`src/pkg/hfts_pkg.sv`:
```
// Package of register offsets, field positions and level steps for the HDLC FIFO control block
`default_nettype none
package hfts_pkg;
   // ----------------------------------------------------------------
   // Register offsets on the register page
   // ----------------------------------------------------------------
   localparam logic [4:0] OFS_TEST_STATUS = 5'h1c; // Read-only test status
   localparam logic [4:0] OFS_LEVEL_CTRL = 5'h1d; // FIFO full status levels
   localparam logic [4:0] OFS_THRESH_CTRL = 5'h1e; // FIFO interrupt thresholds
   // ----------------------------------------------------------------
   // Field positions
   // ----------------------------------------------------------------
   localparam int RX_SEL_LSB = 4; // Bits 6..4 of both control registers
   localparam int TX_SEL_LSB = 0; // Bits 2..0 of both control registers
   localparam int TST_RX_GATED_BIT_CLOCK_MIRROR_BIT = 3; // Gated receive bit clock mirror
   localparam int TST_TX_GATED_BIT_CLOCK_MIRROR_BIT = 2; // Gated transmit bit clock mirror
   localparam int TST_CRC_BIT = 1; // Frame check passed
   localparam int TST_ADDR_BIT = 0; // Address match
   // ----------------------------------------------------------------
   // Reset values and level steps
   // ----------------------------------------------------------------
   localparam logic [2:0] SEL_RESET = 3'h0; // All selector fields reset to 000
   localparam logic [7:0] FULL_STEP = 8'h10; // Full status level step, 16 bytes
   localparam logic [7:0] LOW_STEP = 8'h08; // Tx low threshold step, 8 bytes
   localparam logic [7:0] RXIRQ_BASE = 8'h40; // Rx full threshold base, 64 bytes
   localparam logic [7:0] RXIRQ_STEP = 8'h08; // Rx full threshold step, 8 bytes
endpackage
`default_nettype wire

```
`src/design/hfts_fifo.sv`:
```
// Small flip-flop FIFO with valid and ready on both sides
`default_nettype none
module hfts_fifo #(
   parameter int WIDTH = 8,
   parameter int DEPTH = 4
) (
   input wire logic mclk,
   input wire logic rst_n,
   input wire logic in_valid,
   output logic in_ready,
   input wire logic [WIDTH-1:0] in_data,
   output logic out_valid,
   input wire logic out_ready,
   output logic [WIDTH-1:0] out_data
);
   localparam int AW = (DEPTH > 1) ? $clog2(DEPTH) : 1;
   localparam int CW = $clog2(DEPTH + 1);
   localparam logic [CW-1:0] CNT_FULL = CW'(DEPTH);
   localparam logic [AW-1:0] PTR_LAST = AW'(DEPTH - 1);

   logic [WIDTH-1:0] mem [DEPTH]; // Storage words
   logic [AW-1:0] wr_ptr, next_wr_ptr; // Write index
   logic [AW-1:0] rd_ptr, next_rd_ptr; // Read index
   logic [CW-1:0] count, next_count; // Words held
   logic push, pop;
   logic next_in_ready, next_out_valid; // Handshake flags, registered so ports come from flops
   logic [WIDTH-1:0] next_out_data; // Head word for the next cycle

   // Pointer wrap handles depths that are not a power of two
   function automatic logic [AW-1:0] bump(input logic [AW-1:0] p);
      bump = (p == PTR_LAST) ? '0 : p + AW'(1);
   endfunction

   // ----------------------------------------------------------------
   // Next-state logic
   // ----------------------------------------------------------------
   always_comb begin
      push = in_valid && (count != CNT_FULL);
      pop = (count != '0) && out_ready;
      next_wr_ptr = push ? bump(wr_ptr) : wr_ptr;
      next_rd_ptr = pop ? bump(rd_ptr) : rd_ptr;
      next_count = count;
      if (push && !pop) begin
         next_count = count + CW'(1);
      end else if (pop && !push) begin
         next_count = count - CW'(1);
      end
      // Ready and valid follow the next count, so a full FIFO stalls its source
      next_in_ready = (next_count != CNT_FULL);
      next_out_valid = (next_count != '0);
      // A word written straight into the head slot bypasses the storage read
      if (push && (wr_ptr == next_rd_ptr)) begin
         next_out_data = in_data;
      end else if (next_count != '0) begin
         next_out_data = mem[next_rd_ptr];
      end else begin
         next_out_data = out_data;
      end
   end

   // ----------------------------------------------------------------
   // Registers
   // ----------------------------------------------------------------
   always_ff @(posedge mclk or negedge rst_n) begin
      if (!rst_n) begin
         wr_ptr <= '0;
         rd_ptr <= '0;
         count <= '0;
         in_ready <= 1'b1;
         out_valid <= 1'b0;
         out_data <= '0;
      end else begin
         wr_ptr <= next_wr_ptr;
         rd_ptr <= next_rd_ptr;
         count <= next_count;
         in_ready <= next_in_ready;
         out_valid <= next_out_valid;
         out_data <= next_out_data;
      end
   end

   // Storage carries no reset; only held words are ever presented
   always_ff @(posedge mclk) begin
      if (push) begin
         mem[wr_ptr] <= in_data;
      end
   end
endmodule
`default_nettype wire

```
`src/design/hfts_top.sv`:
```
// HDLC FIFO level selection, interrupt thresholds and test status for one controller
// How it works
// - Status bit 3 mirrors enabled receive bit clock
// - Status bit 2 mirrors enabled transmit bit clock
// - Status bit 1 shows frame check success
// - Status bit 0 shows address match
// - Status bits 7..4 reserved, read zero
// - Rx full level is 16 times code plus one
// - Tx full level is 16 times code plus one
// - Tx low threshold is 8 times code plus one
`default_nettype none
module hfts_top #(
   parameter int DATA_W = 8,
   parameter int FIFO_DEPTH = 4
) (
   input wire logic mclk,
   input wire logic rst_n,
   // Parallel register port, one page
   input wire logic reg_sel,
   input wire logic reg_rd,
   input wire logic reg_wr,
   input wire logic [4:0] reg_addr,
   input wire logic [7:0] reg_wdata,
   output logic [7:0] reg_rdata,
   // Engine status inputs
   input wire logic receiver_enable_bit,
   input wire logic transmitter_enable_bit,
   input wire logic rx_bit_clock,
   input wire logic tx_bit_clock,
   input wire logic rx_crc_ok,
   input wire logic rx_addr_match,
   input wire logic [7:0] rx_fifo_fill,
   input wire logic [7:0] tx_fifo_fill,
   // Level and interrupt condition outputs
   output logic rx_full_status,
   output logic tx_full_status,
   output logic rx_fifo_full_irq,
   output logic tx_fifo_low_irq,
   // Receive byte stream staging
   input wire logic rx_byte_valid,
   output logic rx_byte_ready,
   input wire logic [DATA_W-1:0] rx_byte_data,
   output logic rx_out_valid,
   input wire logic rx_out_ready,
   output logic [DATA_W-1:0] rx_out_data
);
   // ----------------------------------------------------------------
   // Level decoding helpers
   // ----------------------------------------------------------------
   // Full status level, 16 up to 128 bytes
   function automatic logic [7:0] full_level(input logic [2:0] code);
      full_level = 8'(({5'h0, code} + 8'h01) * hfts_pkg::FULL_STEP);
   endfunction

   // Tx low threshold, 8 up to 64 bytes
   function automatic logic [7:0] low_level(input logic [2:0] code);
      low_level = 8'(({5'h0, code} + 8'h01) * hfts_pkg::LOW_STEP);
   endfunction

   // Rx full threshold, 64 up to 120 bytes
   function automatic logic [7:0] rxirq_level(input logic [2:0] code);
      rxirq_level = 8'(hfts_pkg::RXIRQ_BASE + {5'h0, code} * hfts_pkg::RXIRQ_STEP);
   endfunction

   // ----------------------------------------------------------------
   // Register state
   // ----------------------------------------------------------------
   logic [2:0] rx_full_status_level_sel, next_rx_full_status_level_sel;
   logic [2:0] tx_full_status_level_sel, next_tx_full_status_level_sel;
   logic [2:0] rx_full_irq_threshold_sel, next_rx_full_irq_threshold_sel;
   logic [2:0] tx_low_irq_threshold_sel, next_tx_low_irq_threshold_sel;
   logic [7:0] next_reg_rdata; // Read data, registered one cycle after the strobe
   logic [7:0] status_byte; // Live test status
   logic wr_hit, rd_hit;

   // Bit clocks come from another domain, so each passes two flops first
   logic rx_clk_s1, rx_clk_s2;
   logic tx_clk_s1, tx_clk_s2;
   logic rx_gated_bit_clock_mirror, next_rx_gated_bit_clock_mirror;
   logic tx_gated_bit_clock_mirror, next_tx_gated_bit_clock_mirror;
   logic crc_s1, crc_s2, addr_s1, addr_s2;

   // Flag outputs
   logic next_rx_full_status, next_tx_full_status;
   logic next_rx_fifo_full_irq, next_tx_fifo_low_irq;

   // ----------------------------------------------------------------
   // Synchronisers for pins outside the clock domain
   // ----------------------------------------------------------------
   // Only the second stage is read, so a metastable first stage never reaches logic
   // A bit clock faster than half of mclk will alias in its mirror
   always_ff @(posedge mclk or negedge rst_n) begin
      if (!rst_n) begin
         rx_clk_s1 <= 1'b0;
         rx_clk_s2 <= 1'b0;
         tx_clk_s1 <= 1'b0;
         tx_clk_s2 <= 1'b0;
         crc_s1 <= 1'b0;
         crc_s2 <= 1'b0;
         addr_s1 <= 1'b0;
         addr_s2 <= 1'b0;
      end else begin
         rx_clk_s1 <= rx_bit_clock;
         rx_clk_s2 <= rx_clk_s1;
         tx_clk_s1 <= tx_bit_clock;
         tx_clk_s2 <= tx_clk_s1;
         crc_s1 <= rx_crc_ok;
         crc_s2 <= crc_s1;
         addr_s1 <= rx_addr_match;
         addr_s2 <= addr_s1;
      end
   end

   // ----------------------------------------------------------------
   // Next values for registers, mirrors and flags
   // ----------------------------------------------------------------
   // Defaults first, so every next value is set on every path
   always_comb begin
      wr_hit = reg_sel && reg_wr;
      rd_hit = reg_sel && reg_rd;
      // Clocks are mirrored only while their direction is enabled
      next_rx_gated_bit_clock_mirror = rx_clk_s2 && receiver_enable_bit;
      next_tx_gated_bit_clock_mirror = tx_clk_s2 && transmitter_enable_bit;
      status_byte = 8'h00; // Upper nibble stays zero
      status_byte[hfts_pkg::TST_RX_GATED_BIT_CLOCK_MIRROR_BIT] = rx_gated_bit_clock_mirror;
      status_byte[hfts_pkg::TST_TX_GATED_BIT_CLOCK_MIRROR_BIT] = tx_gated_bit_clock_mirror;
      status_byte[hfts_pkg::TST_CRC_BIT] = crc_s2;
      status_byte[hfts_pkg::TST_ADDR_BIT] = addr_s2;
      next_rx_full_status_level_sel = rx_full_status_level_sel;
      next_tx_full_status_level_sel = tx_full_status_level_sel;
      next_rx_full_irq_threshold_sel = rx_full_irq_threshold_sel;
      next_tx_low_irq_threshold_sel = tx_low_irq_threshold_sel;
      // Writes keep only the selector fields; bits 7 and 3 are dropped
      if (wr_hit && reg_addr == hfts_pkg::OFS_LEVEL_CTRL) begin
         next_rx_full_status_level_sel = reg_wdata[hfts_pkg::RX_SEL_LSB +: 3];
         next_tx_full_status_level_sel = reg_wdata[hfts_pkg::TX_SEL_LSB +: 3];
      end
      if (wr_hit && reg_addr == hfts_pkg::OFS_THRESH_CTRL) begin
         next_rx_full_irq_threshold_sel = reg_wdata[hfts_pkg::RX_SEL_LSB +: 3];
         next_tx_low_irq_threshold_sel = reg_wdata[hfts_pkg::TX_SEL_LSB +: 3];
      end
      // Read mux; unmapped offsets answer zero
      next_reg_rdata = 8'h00;
      if (rd_hit) begin
         unique case (reg_addr)
            hfts_pkg::OFS_TEST_STATUS: begin
               next_reg_rdata = status_byte;
            end
            hfts_pkg::OFS_LEVEL_CTRL: begin
               next_reg_rdata = {1'b0, rx_full_status_level_sel,
                                 1'b0, tx_full_status_level_sel};
            end
            hfts_pkg::OFS_THRESH_CTRL: begin
               next_reg_rdata = {1'b0, rx_full_irq_threshold_sel,
                                 1'b0, tx_low_irq_threshold_sel};
            end
            default: begin
               next_reg_rdata = 8'h00;
            end
         endcase
      end
      // Fill comparisons use the stored selectors, so a new code acts next cycle
      next_rx_full_status = rx_fifo_fill >= full_level(rx_full_status_level_sel);
      next_tx_full_status = tx_fifo_fill >= full_level(tx_full_status_level_sel);
      next_tx_fifo_low_irq = tx_fifo_fill <= low_level(tx_low_irq_threshold_sel);
      next_rx_fifo_full_irq =
         rx_fifo_fill >= rxirq_level(rx_full_irq_threshold_sel);
   end

   // ----------------------------------------------------------------
   // Registers
   // ----------------------------------------------------------------
   // Reset branch loads constants only; the selectors reset to 000
   always_ff @(posedge mclk or negedge rst_n) begin
      if (!rst_n) begin
         rx_full_status_level_sel <= hfts_pkg::SEL_RESET;
         tx_full_status_level_sel <= hfts_pkg::SEL_RESET;
         rx_full_irq_threshold_sel <= hfts_pkg::SEL_RESET;
         tx_low_irq_threshold_sel <= hfts_pkg::SEL_RESET;
         rx_gated_bit_clock_mirror <= 1'b0;
         tx_gated_bit_clock_mirror <= 1'b0;
         reg_rdata <= 8'h00;
         rx_full_status <= 1'b0;
         tx_full_status <= 1'b0;
         rx_fifo_full_irq <= 1'b0;
         tx_fifo_low_irq <= 1'b0;
      end else begin
         rx_full_status_level_sel <= next_rx_full_status_level_sel;
         tx_full_status_level_sel <= next_tx_full_status_level_sel;
         rx_full_irq_threshold_sel <= next_rx_full_irq_threshold_sel;
         tx_low_irq_threshold_sel <= next_tx_low_irq_threshold_sel;
         rx_gated_bit_clock_mirror <= next_rx_gated_bit_clock_mirror;
         tx_gated_bit_clock_mirror <= next_tx_gated_bit_clock_mirror;
         reg_rdata <= next_reg_rdata;
         rx_full_status <= next_rx_full_status;
         tx_full_status <= next_tx_full_status;
         rx_fifo_full_irq <= next_rx_fifo_full_irq;
         tx_fifo_low_irq <= next_tx_fifo_low_irq;
      end
   end

   // ----------------------------------------------------------------
   // Receive byte staging FIFO
   // ----------------------------------------------------------------
   // Back-pressure: rx_byte_ready drops when all words are held
   hfts_fifo #(
      .WIDTH(DATA_W),
      .DEPTH(FIFO_DEPTH)
   ) u_rx_stage (
      .mclk(mclk),
      .rst_n(rst_n),
      .in_valid(rx_byte_valid),
      .in_ready(rx_byte_ready),
      .in_data(rx_byte_data),
      .out_valid(rx_out_valid),
      .out_ready(rx_out_ready),
      .out_data(rx_out_data)
   );
endmodule
`default_nettype wire

```
`config.mk`:
```
export PLATFORM = sky130hd
export DESIGN_NAME = hfts_top
export DESIGN_NICKNAME = d
export VERILOG_FILES = /design/src/pkg/hfts_pkg.sv /design/src/design/hfts_fifo.sv /design/src/design/hfts_top.sv
export SDC_FILE = /design/constraint.sdc
export NUM_CORES = 1
export LEC_CHECK = 0
export BUFFER_PORTS_ARGS = -buffer_cell sky130_fd_sc_hd__buf_4
export CAP_MARGIN = 20
export CORE_MARGIN = 2
export CORE_UTILIZATION = 29
export CTS_BUF_LIST = sky130_fd_sc_hd__clkbuf_8
export CTS_CLUSTER_DIAMETER = 100
export CTS_CLUSTER_SIZE = 40
export DETAILED_ROUTE_END_ITERATION = 7
export GPL_TIMING_DRIVEN = 1
export HOLD_SLACK_MARGIN = 0.05
export PLACE_DENSITY_LB_ADDON = 0.3
export SETUP_SLACK_MARGIN = 0.5
export SYNTH_ARGS = -nofsm -noshare
export SYNTH_HDL_FRONTEND = slang
export SYNTH_SLANG_ARGS = --single-unit
```
`constraint.sdc`:
```
create_clock -name mclk -period 2.5 [get_ports mclk]
set_input_delay 0.5 -clock mclk [delete_from_list [all_inputs] [get_ports mclk]]
set_output_delay 0.5 -clock mclk [all_outputs]
set_load 0.01 [all_outputs]
```
==> impl_metrics.yaml, run 1 <==
sta:
  skew_ns: 0.00736
  fin_crit_sh: 0.879
  period_minus_slack_ns: 2.20
  slew_headroom: 0.561
  report.final.slew_viol_count: 0
  rsz0062_at_grt: "true"
  tightest_slew_ns: 0.659
  setup_slack_ns: 0.303
  setup_viol: 0
  tns_ns: 0
  fmax_mhz: 455
  hold_viol_final: 0
critical_path:
  crit-reg2reg-launch: "u_rx_stage.rd_ptr[1]"
  path_max_fanout: 8
  cp_data_arrival_time_ns: 2.48
  endpoint_kind: "flop"
  crit_type: "flop to flop"
  start_kind: "flop"
  crit_required_ns: 2.79
  crit_start: "u_rx_stage.rd_ptr[1]"
floorplan:
  initial_core_util: 0.296
  row_count: 43
  die_area_um2: 15200
  ios: 72
  coreArea_um2: 13900
  die_w_um: 123
  die-height_um: 123
power_and_ir_drop:
  power.leakage_nw: 2.19
  power_frac_comb: 0.457
  seqPwrFrac: 0.348
  clockPowerShare: 0.195
  p_per_area_nw_per_um2: 1040
  ir_drop_v: 0.000421
  switchingPower_w: 0.00208
  p_int_w: 0.00336
  p_sw_frac: 0.382
synth:
  synth.top_cell.area_share: 0.298
  syn_inst: 351
  synth_edf_count: 32
  yosysWarningCount: 0
  ys_seq_elements: 82
  ys_seq_area_frac: 0.538
  synthesis.area_per_instance_um2: 11.7
  async_flop_share: 0.610
  synth.net_count: 427
  synth_top_flop_cell: "dfrtp_1"
  yosysTopAreaCell: "dfrtp_1"
  yosysUniqueCellTypes: 60
  synth_area_um2: 4110
  synth.area.top_cells: "dfrtp_1 (30%), edfxtp_1 (23%), ha_1 (7.9%)"
detailed_routing:
  detail_route.iter0.violations: 227
  ant_nets: 0
  drt_first_pass_iters: 4
  wl_per_cell_um: 16.1
  detail_route.wirelength_um: 10000
  drc_errors: 0
  num_vias: 3059
  routed_via_density: 4.93
flow_run:
  drv_cap: 0
clocking:
  htree_num_levels: 3
  clk_pin_slew_worst_paths_ns: 0.08
  clock_latency_ns: 0.36
  cts-root-buf: "clkbuf_8"
  cts_made_buffers: 9
  cts_sinks: 82
  cts_buffer_depth: 2
  cts_tree: "built"
final_layout:
  drive_above_1_share: 0.361
  fin_util: 0.376
  nets: 511
  area_growth_pct: 26.8
  layout_commonest_cell: "buf_4"
  antenna_cells: 0
  layout_common_cells: "buf_4 (84), dfrtp_1 (48), edfxtp_1 (32)"
status:
  status: "complete, no violations"
grt:
  overflow: 0
  antenna_found_initial: 0
  grt_pass1_wl_um: 15800
  first_global_vias: 3120
  grt_use_total: 0.138
  grt_max_degree: 51
placed_design:
  dp_hpwl_um: 6910
  place_congestion: 0.801
  port_buffers: 68
  dp_slack_ns: 0.220
min_path:
  hp-class: "primary input to async pin"
## per-layer routing
metal	vias to the layer above	track usage	wire length, µm
li1	1454	-	-
met1	1514	0.179	4650
met2	77	0.223	4710
met3	14	0.0355	457
met4	0	0.0504	172
met5	-	0	0
## state kept, by name, indices dropped and copies added (netlist names), 3 cells and up
register	flops
u_rx_stage.out_data	8
u_rx_stage.mem	32
reg_rdata	7
tx_low_irq_threshold_sel	3
rx_full_irq_threshold_sel	3
tx_full_status_level_sel	3
rx_full_status_level_sel	3
u_rx_stage.count	3
## stage by stage
step | area (µm²) | hold slack [ns] | power (W) | cells
4_1_cts | 5160 | 0.182 | 0.00532 | 619
6_report | 5220 | 0.155 | 0.00543 | 620
5_1_grt | 5220 | 0.197 | 0.00578 | 620
3_5_place_dp | 4850 | 0.336 | 0.00407 | 595
2_1_floorplan | 4130 | 0.204 | 0.00335 | 351
3_3_place_gp | 4850 | 0.333 | 0.00400 | 595
## worst max-delay path: stages, from the launching register on
cell,delay (ns)
dfrtp_2,0.47
ha_1,0.21
or2_2,0.32
nand4_1,0.12
o21ai_2,0.20
a2111oi_1,0.51
o21ai_1,0.12
a31oi_1,0.17
## cell type report
class	count	area [µm²]
fillers	1350	8660
flip-flops and latches	82	2210
multi-input cells	229	1810
repair buffers	85	642
well taps	180	225
clock buffers	9	124
inverters	28	105
clock inverters	7	93.8
## power by group through the flow
stage	logic (W)	clock network (W)	registers (W)
floorplan	0.00143	0	0.00192
global placement	0.00209	0	0.00191
detailed placement	0.00215	0	0.00192
CTS	0.00234	0.00109	0.00189
global route	0.00271	0.00115	0.00192
finish	0.00248	0.00106	0.00189
## cells by family after synthesis
group                      count (synthesis)  share of synthesized area
buffers and inverters                     40                     0.0441
other                                      1                   0.000912
xor gates and xnor gates                   3                    0.00639
and+or+nand+nor                           97                      0.137
DFF                                       82                      0.538
muxes                                     16                     0.0429
AOI/OAI and AO/OA                         86                      0.151
adders and majority gates                 26                     0.0791
## synth_stat cells (6+ instances only)
library cell,number
dfrtp_1,49
a21oi_1,33
edfxtp_1,32
ha_1,26
inv_1,25
nor2_1,17
nand3_1,15
mux2_2,13
nor3_1,12
nand2_1,10
a2111oi_0,8
a31oi_1,8
o21ai_1,8
nand2b_1,6
o21ai_0,6
## path summary, 6_finish.rpt
kind | end | slack [ns] | cells past startpoint
max reg2reg | u_rx_stage.out_data[3] | 0.30 | 7
min in group mclk | crc_s1 | 0.25 | 1
max | u_rx_stage.out_data[3] | 0.30 | 7
min | rx_full_irq_threshold_sel[0] | 0.15 | 1
max in group asynchronous | u_rx_stage.rd_ptr[1] | 1.88 | 1
min reg2reg | rx_clk_s2 | 0.35 | 0
## what timing repair did
item | in CTS | in global routing
gates cloned | 0 | 1
pin swaps | 7 | 3
endpoints found under the hold margin | 0 | 0
gates resized for setup | 12 | 14
buffers inserted | 8 | 0
setup endpoints to repair | 8 | 10
hold buffers | 0 | 0
Note: power is estimated with default switching activity, not from simulation.
==> inputs of run 2 (changes only) <==
Settings changed: PLACE_DENSITY from default to 0.57, PLACE_DENSITY_LB_ADDON 0.3 to default.
==> run 2 against run 1 <==
  * Clock power shrank 11%
  * Sequential cell count is the same
  * Utilization grew 1.2 points
  * Final area grew 3.3%
  * Combinational power grew 14%
  * Sequential power is essentially flat
  * Clock skew grew 0.0043 ns
  * Critical path type unchanged
  * Critical endpoint is now u_rx_stage.out_data[2]
  * Largest power group unchanged
==> impl_metrics.yaml, run 2 (synthesis results as in run 1) <==
status:
  status: "complete, no violations"
grt:
  grt_max_degree: 51
  antenna_found_initial: 0
  grt_pass1_wl_um: 15700
  first_global_vias: 3044
  grt_use_total: 0.136
  overflow: 0
placed_design:
  place_congestion: 0.785
  port_buffers: 68
  dp_slack_ns: 0.0763
  dp_hpwl_um: 6870
final_layout:
  largest_reg_flops: 32
  layout_commonest_cell: "buf_4"
  nets: 516
  drive_above_1_share: 0.396
  area_growth_pct: 31.0
  fin_util: 0.388
  top_register: "u_rx_stage.mem"
  antenna_cells: 0
  layout_common_cells: "buf_4 (83), dfrtp_1 (47), edfxtp_1 (32)"
  reg.largest.list: "u_rx_stage.mem (32), u_rx_stage.out_data (8), reg_rdata (7)"
floorplan:
  row_count: 43
  die_area_um2: 15200
  die-height_um: 123
  initial_core_util: 0.296
  ios: 72
  die_w_um: 123
  coreArea_um2: 13900
power_and_ir_drop:
  p_int_w: 0.00346
  p_sw_frac: 0.387
  power.leakage_nw: 2.24
  power.total_w: 0.00565
  power_frac_comb: 0.501
  seqPwrFrac: 0.332
  clockPowerShare: 0.167
  ir_drop_v: 0.000502
  switchingPower_w: 0.00219
  p_per_area_nw_per_um2: 1050
sta:
  fmax_mhz: 455
  whs_ns: 0.162
  fin_crit_sh: 0.880
  slew_headroom: 0.571
  tns_ns: 0
  setup_slack_ns: 0.301
  period_minus_slack_ns: 2.20
  rsz0062_at_grt: "true"
  report.final.slew_viol_count: 0
  hold_viol_final: 0
  tightest_slew_ns: 0.643
  setup_viol: 0
  skew_ns: 0.0117
clocking:
  clk_pin_slew_worst_paths_ns: 0.09
  cts_made_buffers: 9
  cts.hold.buffers_added: 0
  clock_latency_ns: 0.36
  cts_sinks: 82
  htree_num_levels: 3
  cts_buffer_depth: 2
  cts-root-buf: "clkbuf_8"
  cts_tree: "built"
detailed_routing:
  routed_via_density: 4.80
  detail_route.wirelength_um: 9870
  drt_first_pass_iters: 4
  detail_route.iter0.violations: 226
  num_vias: 3000
  wl_per_cell_um: 15.8
  ant_nets: 0
  drc_errors: 0
critical_path:
  slowest_stage: "dfrtp_1"
  cp_cell_sequence: "inv_2 > ha_4 > or2b_4 > a21oi_4 > o31a_1 > buf_6 > nor3_4 > buf_6 > buf_6 > nand3_1 > a31oi_1"
  start_kind: "flop"
  cp_common_cell: "buf_6"
  crit_required_ns: 2.78
  cp_data_arrival_time_ns: 2.48
  endpoint_kind: "flop"
  max_stage_delay_ns: 0.40
  crit_type: "flop to flop"
  path_max_fanout: 6
min_path:
  hp-class: "primary input to async pin"
flow_run:
  drv_cap: 0
## run 2: cell types whose count changed in the layout (fill, tap and decap cells not counted), moves of 2 or more
cell and delta:
a21oi_1 -5, a2111oi_4 +6, a2111oi_1 -2, a2111oi_2 -4
a21oi_2 +4, buf_6 +5
## run 2: worst paths after layout
| check | cells past startpoint | to | start | slack [ns] |
|---|---|---|---|---|
| setup / recovery | 11 | u_rx_stage.out_data[2] | u_rx_stage.count[0] | 0.30 |
| hold / removal | 1 | u_rx_stage.count[2] | rst_n | 0.16 |
| setup reg to reg | 11 | u_rx_stage.out_data[2] | u_rx_stage.count[0] | 0.30 |
| hold reg to reg | 0 | tx_clk_s2 | tx_clk_s1 | 0.35 |
| max in group asynchronous | 1 | u_rx_stage.rd_ptr[1] | rst_n | 1.86 |
| min in group mclk | 1 | addr_s1 | rx_addr_match | 0.25 |
## run 2: layout make-up
type / instances / area (µm²)
Tap cell: 180 / 225
Fill cell: 1365 / 8490
Multi-Input combinational cell: 229 / 1950
Clock buffer: 9 / 124
Timing Repair Buffer: 90 / 696
Inverter: 28 / 105
Sequential cell: 82 / 2220
Clock inverter: 7 / 70.1
## run 2: what timing repair did
| item | in CTS | in global routing |
|---|---|---|
| pin swaps | 7 | 7 |
| hold endpoints to repair | 0 | 0 |
| setup endpoints to repair | 8 | 10 |
| setup buffers | 10 | 2 |
| gates cloned | 0 | 1 |
| resized for setup | 39 | 16 |
## run 2: layer usage
layer / up-vias / share of wire / track usage
li1: 1454 / - / -
met1: 1462 / 0.44 / 0.180
met2: 73 / 0.49 / 0.221
met3: 11 / 0.048 / 0.0277
met4: 0 / 0.017 / 0.0455
met5: - / 0 / 0
## run 2: through the flow
step	instance area, µm²	std cells
final	5390	625
after global routing	5390	625
after CTS	5290	622
after detailed placement	4850	596
after global placement	4850	596
after floorplan	4130	351
## run 2: critical path: cells and delay by family, from the launching register on
family,cells,cell delay [ns]
AO/OA/AOI/OAI,3,0.53
adder cells (fa/ha/maj),1,0.18
buffers and inverters,4,0.45
flip-flops,1,0.40
AND/OR/NAND/NOR,3,0.57
## run 2: power by group through the flow
stage / combinational, W / sequential, W / clock (W)
after CTS: 0.00264 / 0.00187 / 0.000973
after floorplan: 0.00143 / 0.00192 / 0
after global placement: 0.00213 / 0.00191 / 0
final: 0.00283 / 0.00188 / 0.000943
after detailed placement: 0.00217 / 0.00192 / 0
after global routing: 0.00310 / 0.00191 / 0.00103
